## config.mk

```make
export PLATFORM = sky130hd
export DESIGN_NAME = pps_port_fn
export DESIGN_NICKNAME = d
export VERILOG_FILES = /design/src/pkg/pps_pkg.sv /design/src/core/pps_port_fn.sv
export VERILOG_INCLUDE_DIRS = /design/src /design/src/pkg
export SDC_FILE = /design/constraint.sdc
export NUM_CORES = 1
export LEC_CHECK = 0
export BUFFER_PORTS_ARGS = -buffer_cell sky130_fd_sc_hd__buf_2
export CAP_MARGIN = 20
export CORE_ASPECT_RATIO = 0.9
export CORE_MARGIN = 2
export CORE_UTILIZATION = 41
export CTS_BUF_LIST = sky130_fd_sc_hd__clkbuf_2 sky130_fd_sc_hd__clkbuf_4 sky130_fd_sc_hd__clkbuf_8
export CTS_CLUSTER_DIAMETER = 100
export DETAILED_ROUTE_END_ITERATION = 10
export PLACE_DENSITY = 0.69
export SLEW_MARGIN = 25
export SYNTH_ARGS = -nofsm -noshare
export SYNTH_HDL_FRONTEND = slang
export SYNTH_SLANG_ARGS = --single-unit
```

## constraint.sdc

```tcl
create_clock -name sys_clk -period 1.9 [get_ports sys_clk]
set_clock_uncertainty 0.15 [all_clocks]
set_input_delay 0.38 -clock sys_clk [delete_from_list [all_inputs] [get_ports sys_clk]]
set_output_delay 0.38 -clock sys_clk [all_outputs]
set_load 0.03 [all_outputs]
```

## src/pkg/pps_cfg.svh

```systemverilog
`ifndef PPS_CFG_SVH
`define PPS_CFG_SVH

// ----------------------------------------
// Register byte addresses
// ----------------------------------------
`define PPS_FSEL_ADDR   32'hffff0d00
`define PPS_P0DATA_ADDR 32'hffff0d20
`define PPS_P2DATA_ADDR 32'hffff0d40
`define PPS_P2SET_ADDR  32'hffff0d44

// ----------------------------------------
// Function select layout
// ----------------------------------------
`define PPS_FSEL_RESET  32'h11100000
`define PPS_FSEL_WMASK  32'h11111111
`define PPS_FSEL_HVA    24
`define PPS_FSEL_HVB    20
`define PPS_FSEL_STEP   4
`define PPS_PIN_CLK     4

// ----------------------------------------
// Port data layouts
// ----------------------------------------
`define PPS_P2SET_MASK  32'h00630000
`define PPS_SET_P6      22
`define PPS_SET_P5      21
`define PPS_SET_P1      17
`define PPS_SET_P0      16
`define PPS_P2_LVL_LSB  16
`define PPS_P2_OE_LSB   8
`define PPS_P2_IN_LSB   0
`define PPS_P0_LVL_LSB  0
`define PPS_P0_OE_LSB   8
`define PPS_P0_IN_LSB   16

// ----------------------------------------
// Timing
// ----------------------------------------
`define PPS_SYS_KHZ     250000
`define PPS_CLKOUT_KHZ  2560

`endif

```

## src/pkg/pps_pkg.sv

```systemverilog
package pps_pkg;
	typedef struct packed {
		logic [4:0] lvl;
		logic [4:0] oe;
	} pps_p0_drive_type;

	typedef struct packed {
		logic [6:0] lvl;
		logic [6:0] oe;
	} pps_p2_drive_type;

	typedef struct packed {
		logic [3:0] lvl;
		logic [3:0] oe;
	} pps_spi_drive_type;

	typedef enum logic {
		PPS_IDLE,
		PPS_ACCESS
	} pps_bus_state_type;
endpackage

```

## src/core/pps_port_fn.sv

```systemverilog
// Added by the designer: register access over APB.
`timescale 1ns/1ps
`include "pps_cfg.svh"

// Notes on behaviour
// - Bit 24 enables high-voltage link line A; set before using it.
// - Bit 20 enables high-voltage link line B; set before using it.
// - Bit 16 set: port 0 pin 4 drives a clock of about 2.604 MHz.
// - Bit 12 set: port 0 pin 3 carries SPI MOSI.
// - Bit 8 set: port 0 pin 2 carries SPI MISO.
// - Bit 4 set: port 0 pin 1 carries SPI clock.
// - Bit 0 set: port 0 pin 0 carries SPI slave select.
// - A cleared select bit leaves the pin as plain GPIO.
// - Set-register bit 22 written one drives port 2 pin 6 high.
// - Set-register bit 21 written one drives port 2 pin 5 high.
// - Set-register bit 17 written one drives port 2 pin 1 high.
// - Set-register bit 16 written one drives port 2 pin 0 high.
// - Zero bits written to the set register leave pins unchanged.
// - Set register touches only pins written one, no read-modify-write.
module pps_port_fn #(
	parameter int ADDR_W = 32
) (
	input  wire logic                       sys_clk,
	input  wire logic                       resetn,
	input  wire logic                       ce,
	input  wire logic [ADDR_W-1:0]          paddr,
	input  wire logic                       psel,
	input  wire logic                       penable,
	input  wire logic                       pwrite,
	input  wire logic [31:0]                pwdata,
	output logic [31:0]                     prdata,
	output logic                            pready,
	output logic                            pslverr,
	input  wire logic [4:0]                 p0_pin_in,
	output pps_pkg::pps_p0_drive_type       p0_pin,
	input  wire logic [6:0]                 p2_pin_in,
	output pps_pkg::pps_p2_drive_type       p2_pin,
	input  wire pps_pkg::pps_spi_drive_type spi_drive,
	output logic [3:0]                      spi_pin_lvl,
	output logic                            hv_line_a_en,
	output logic                            hv_line_b_en
);
	import pps_pkg::*;

	localparam int HALF_CYC = `PPS_SYS_KHZ / (2 * `PPS_CLKOUT_KHZ);
	localparam int CNT_W = $clog2(HALF_CYC + 1);
	localparam logic [CNT_W-1:0] HALF_LAST = CNT_W'(HALF_CYC - 1);
	localparam logic [31:0] P2SET_MASK = `PPS_P2SET_MASK;

	// ----------------------------------------
	// Helpers
	// ----------------------------------------
	function automatic logic [4:0] alt_sel(input logic [31:0] f);
		logic [4:0] s;
		s = '0;
		for (int i = 0; i < 5; i++) begin
			s[i] = f[i * `PPS_FSEL_STEP];
		end
		return s;
	endfunction

	function automatic logic hit(input logic [ADDR_W-1:0] a,
		input logic [31:0] r);
		return a == ADDR_W'(r);
	endfunction

	// ----------------------------------------
	// Registers
	// ----------------------------------------
	pps_bus_state_type bus_state_reg;
	logic [31:0]       fsel_reg;
	logic [4:0]        p0_lvl_reg;
	logic [4:0]        p0_oe_reg;
	logic [6:0]        p2_lvl_reg;
	logic [6:0]        p2_oe_reg;
	logic [4:0]        p0_meta_reg;
	logic [4:0]        p0_sync_reg;
	logic [6:0]        p2_meta_reg;
	logic [6:0]        p2_sync_reg;
	logic [CNT_W-1:0]  clk_cnt_reg;
	logic              clk_out_reg;
	logic [31:0]       prdata_next;
	logic              mapped;
	logic              wr_fire;
	logic [6:0]        p2_set_bits;
	logic [4:0]        sel;

	assign mapped = hit(paddr, `PPS_FSEL_ADDR)
		| hit(paddr, `PPS_P0DATA_ADDR)
		| hit(paddr, `PPS_P2DATA_ADDR)
		| hit(paddr, `PPS_P2SET_ADDR);
	assign wr_fire = ce & (bus_state_reg == PPS_ACCESS)
		& psel & penable & pwrite & mapped;
	assign p2_set_bits = pwdata[`PPS_P2_LVL_LSB +: 7]
		& P2SET_MASK[`PPS_P2_LVL_LSB +: 7];
	assign sel = alt_sel(fsel_reg);

	// ----------------------------------------
	// APB slave, zero wait states
	// ----------------------------------------
	always_ff @(posedge sys_clk or negedge resetn) begin
		if (!resetn) begin
			bus_state_reg <= PPS_IDLE;
			pready        <= 1'b0;
			pslverr       <= 1'b0;
			prdata        <= '0;
		end else if (ce) begin
			case (bus_state_reg)
				PPS_IDLE: begin
					if (psel && !penable) begin
						bus_state_reg <= PPS_ACCESS;
						pready        <= 1'b1;
						pslverr       <= !mapped;
						prdata        <= pwrite ? '0 : prdata_next;
					end
				end
				PPS_ACCESS: begin
					bus_state_reg <= PPS_IDLE;
					pready        <= 1'b0;
					pslverr       <= 1'b0;
					prdata        <= '0;
				end
				default: begin
					bus_state_reg <= PPS_IDLE;
					pready        <= 1'b0;
				end
			endcase
		end
	end

	always_comb begin
		prdata_next = '0;
		if (hit(paddr, `PPS_FSEL_ADDR)) begin
			prdata_next = fsel_reg;
		end else if (hit(paddr, `PPS_P0DATA_ADDR)) begin
			prdata_next[`PPS_P0_LVL_LSB +: 5] = p0_lvl_reg;
			prdata_next[`PPS_P0_OE_LSB +: 5]  = p0_oe_reg;
			prdata_next[`PPS_P0_IN_LSB +: 5]  = p0_sync_reg;
		end else if (hit(paddr, `PPS_P2DATA_ADDR)) begin
			prdata_next[`PPS_P2_LVL_LSB +: 7] = p2_lvl_reg;
			prdata_next[`PPS_P2_OE_LSB +: 7]  = p2_oe_reg;
			prdata_next[`PPS_P2_IN_LSB +: 7]  = p2_sync_reg;
		end
		// Set register is write-only and reads as zero
	end

	// ----------------------------------------
	// Function select
	// ----------------------------------------
	// Only select bits, enable bits 24 and 20 and bit 28 hold state; other reserved bits read 0
	always_ff @(posedge sys_clk or negedge resetn) begin
		if (!resetn) begin
			fsel_reg <= `PPS_FSEL_RESET;
		end else if (wr_fire && hit(paddr, `PPS_FSEL_ADDR)) begin
			fsel_reg <= pwdata & `PPS_FSEL_WMASK;
		end
	end

	assign hv_line_a_en = fsel_reg[`PPS_FSEL_HVA];
	assign hv_line_b_en = fsel_reg[`PPS_FSEL_HVB];

	// ----------------------------------------
	// Port data registers
	// ----------------------------------------
	always_ff @(posedge sys_clk or negedge resetn) begin
		if (!resetn) begin
			p0_lvl_reg <= '0;
			p0_oe_reg  <= '0;
		end else if (wr_fire && hit(paddr, `PPS_P0DATA_ADDR)) begin
			p0_lvl_reg <= pwdata[`PPS_P0_LVL_LSB +: 5];
			p0_oe_reg  <= pwdata[`PPS_P0_OE_LSB +: 5];
		end
	end

	always_ff @(posedge sys_clk or negedge resetn) begin
		if (!resetn) begin
			p2_lvl_reg <= '0;
			p2_oe_reg  <= '0;
		end else if (wr_fire && hit(paddr, `PPS_P2DATA_ADDR)) begin
			p2_lvl_reg <= pwdata[`PPS_P2_LVL_LSB +: 7];
			p2_oe_reg  <= pwdata[`PPS_P2_OE_LSB +: 7];
		end else if (wr_fire && hit(paddr, `PPS_P2SET_ADDR)) begin
			// OR in ones only; zeros keep level
			p2_lvl_reg <= p2_lvl_reg | p2_set_bits;
		end
	end

	// ----------------------------------------
	// Pin input synchronisers
	// ----------------------------------------
	always_ff @(posedge sys_clk or negedge resetn) begin
		if (!resetn) begin
			p0_meta_reg <= '0;
			p0_sync_reg <= '0;
			p2_meta_reg <= '0;
			p2_sync_reg <= '0;
		end else if (ce) begin
			p0_meta_reg <= p0_pin_in;
			p0_sync_reg <= p0_meta_reg;
			p2_meta_reg <= p2_pin_in;
			p2_sync_reg <= p2_meta_reg;
		end
	end

	// ----------------------------------------
	// Clock output divider
	// ----------------------------------------
	// Integer divide gives about 2.604 MHz; exact rate needs a
	// fractional divider, not worth it for a pin clock
	always_ff @(posedge sys_clk or negedge resetn) begin
		if (!resetn) begin
			clk_cnt_reg <= '0;
			clk_out_reg <= 1'b0;
		end else if (ce) begin
			if (!sel[`PPS_PIN_CLK]) begin
				clk_cnt_reg <= '0;
				clk_out_reg <= 1'b0;
			end else if (clk_cnt_reg == HALF_LAST) begin
				clk_cnt_reg <= '0;
				clk_out_reg <= !clk_out_reg;
			end else begin
				clk_cnt_reg <= clk_cnt_reg + CNT_W'(1);
			end
		end
	end

	// ----------------------------------------
	// Pin multiplexers
	// ----------------------------------------
	always_ff @(posedge sys_clk or negedge resetn) begin
		if (!resetn) begin
			p0_pin <= '0;
		end else if (ce) begin
			for (int i = 0; i < 4; i++) begin
				// SPI on pins 0..3
				p0_pin.lvl[i] <= sel[i] ? spi_drive.lvl[i]
					: p0_lvl_reg[i];
				p0_pin.oe[i]  <= sel[i] ? spi_drive.oe[i]
					: p0_oe_reg[i];
			end
			p0_pin.lvl[`PPS_PIN_CLK] <= sel[`PPS_PIN_CLK]
				? clk_out_reg : p0_lvl_reg[`PPS_PIN_CLK];
			p0_pin.oe[`PPS_PIN_CLK]  <= sel[`PPS_PIN_CLK]
				| p0_oe_reg[`PPS_PIN_CLK];
		end
	end

	always_ff @(posedge sys_clk or negedge resetn) begin
		if (!resetn) begin
			p2_pin      <= '0;
			spi_pin_lvl <= '0;
		end else if (ce) begin
			p2_pin.lvl  <= p2_lvl_reg;
			p2_pin.oe   <= p2_oe_reg;
			// SPI sees only pins that are given to it
			spi_pin_lvl <= p0_sync_reg[3:0] & sel[3:0];
		end
	end
endmodule

```

==> qor.yml <==
global_routing:
  grt_max_degree: 82
  antenna_found_initial: 1
  grt_pass1_wl_mm: 21.3
  grt_use_total_pct: 20.3
  grt.overflow.total: 0
  grt_pass1_vias: 4170
cells_and_area:
  top_register: "prdata"
  largest_reg_flops: 23
  final_cells: 785
  multi_input_area_sq_um: 2120
  area_delta_synth_final_pct: 30.7
  register_area_sq_um: 2930
  nets: 698
  utilization_pct: 54.5
  largestRegisters: "prdata (23), p2_pin (14), p0_pin (10)"
  drive_gt1_share_pct: 45.3
  num-fill-cells: 1115
floorplan:
  dieArea_sq_um: 13700
  initial_utilization_pct: 41.7
  core_area_sq_um: 12600
  die_h_um: 111
  rows: 39
  die_x_um: 123
  ios: 154
timing:
  slew_headroom_pct: 63.7
  worst_pin_slew_ps: 545
  slew_viol_final: 0
  fmax_mhz: 559
  min_period_ps: 1790
  rsz0062_at_grt: "no"
  fin_crit_sh_pct: 94.2
  hold_viol_final: 0
  finalSetupViolCount: 0
drt:
  drc: 0
  first_pass_iters: 5
  postRouteAntennaNets: 0
  wl_per_cell_um: 16.3
  vias: 4032
  drt-vias-per-instance: 5.14
  finalWirelength_mm: 12.8
  drtIter0Drc: 187
place:
  dp.cells: 749
  gp_congestion: 0.825
  port_buffers: 133
  dp.final_hpwl_mm: 9.52
power:
  vdd_drop_max_mv: 0.407
  power_density_nw_per_um2: 808
  p_leak_nw: 3.36
synthesis:
  synth_top_cell_by_area: "dfrtp_1"
  ys.flop_type: "dfrtp_1"
  synth_top_cells_by_count: "dfrtp_1, mux2_2, inv_1"
  yosysTopAreaCellShare_pct: 54.4
  synth.distinct_cells: 43
  yosys.cell_count.top_type: "dfrtp_1"
  synth_cells: 443
  synth-edff-count: 0
  ys_warn_count: 0
  syn_avg_cell_area_sq_um: 11.8
  ys_async_sr_fraction_pct: 100
  ys_top_cells_by_area: "dfrtp_1, mux2_2, a22o_1"
  ys_seq_area_share_pct: 55.9
  synth_seq_cells: 117
  netlist_area_sq_um: 5250
clocking:
  clkLatencyLatePin_ps: 440
  cts.sinks: 117
  clk_path_buf_depth: 2
  h-tree-depth: 4
  root_buffer: "clkbuf_8"
  clk_pin_slew_ps: 70
  cts_buffers: 17
  cts_setup_buffers: 0
  cts_tree: "yes"
worst_setup_path:
  cp-start-kind: "primary input"
  cp_slowest_stage_delay_ps: 600
  worstPathCellList: "buf_2 > or4_4 > nor4_4 > nand4_4 > mux2_2"
  cp.required_ps: 2070
  crit_arrival_ps: 1960
  cp_max_fo: 8
  worstSetupPathType: "primary input to register"
  crit_slowest_cell: "or4_4"
  endpoint_kind: "register"
run_status:
  run_status: "finished clean"
run:
  drv_cap: 0
hold_path:
  hp-class: "primary input to register"
==> cell families after synthesis <==
group | synth area share (%)
xor+xnor | 0.334
fa+ha+maj | 0.238
buf+inv | 5.75
flops | 55.9
mux | 15.6
compound gates | 9.61
other cells | 0.0715
simple gates | 12.5
==> final timing paths <==
path | depth (start not counted) | end | slack, ps | start
setup / recovery | 5 | fsel_reg[16] | 110 | paddr[4]
hold / removal | 2 | p2_meta_reg[5] | 20 | p2_pin_in[5]
setup reg to reg | 5 | clk_out_reg | 150 | clk_cnt_reg[0]
hold reg to reg | 2 | prdata[3] | 330 | prdata[3]
max in group asynchronous | 3 | fsel_reg[28] | 700 | resetn
min in group asynchronous | 2 | p0_oe_reg[0] | 330 | resetn
==> layout make-up <==
type,count,area share [%]
repair buffers,176,15.6
clock buffers,24,4.54
clock inverters,8,1.77
flip-flops and latches,117,42.7
multi-input cells,269,30.9
inverters,26,1.42
well taps,164,2.99
diodes,1,0.0365
==> timing repair <==
item	CTS	global route
resized for setup	0	1
hold buffers	2	1
setup endpoints to repair	0	1
endpoints found under the hold margin	31	1
==> per-stage QoR <==
step                instance area, sq um  setup WS (ps)  setup TNS, ps  hold slack [ps]  total power [mW]
global route                        6860           28.1              0          0.00755              5.80
CTS                                 6850           95.8              0            0.391              5.61
floorplan                           5380           -226          -8050            -65.6              2.91
detailed placement                  6390           -343         -16580              254              3.16
finish                              6860            110              0             24.4              5.54
global placement                    6390           -318         -15370              246              3.14
==> worst max-delay path: cells and delay by family <==
family,cells,cell delay (ps)
buf+inv,1,100
mux,1,330
simple gates,3,1150
==> where the power goes <==
group,internal (mW),switching (mW),leakage [nW]
Clock,1.48,0.956,0.223
Sequential,2.58,0.0457,1.55
Combinational,0.200,0.290,1.59
==> layout by cell type, fill, tap and decap left out, drive strengths merged, types with 12 or more instances in the layout <==
master | netlist | layout
a21oi | 19 | 19
a22o | 12 | 12
buf | 26 | 173
clkbuf | 13 | 24
dfrtp | 114 | 114
inv | 26 | 26
mux2 | 62 | 62
nand2 | 18 | 18
nor2 | 20 | 20
nor3 | 13 | 13
nor4 | 14 | 14
o21ai | 13 | 13
==> routing by layer <==
layer  routed length (um)  GRT usage (%)  up-vias
li1                     -              -     1914
met1                 5870           27.2     1972
met2                 5920           31.1      133
met3                  883           7.51       13
met4                  155           5.76        0
met5                    0              0        -
Power figures use the tool's default switching activity.
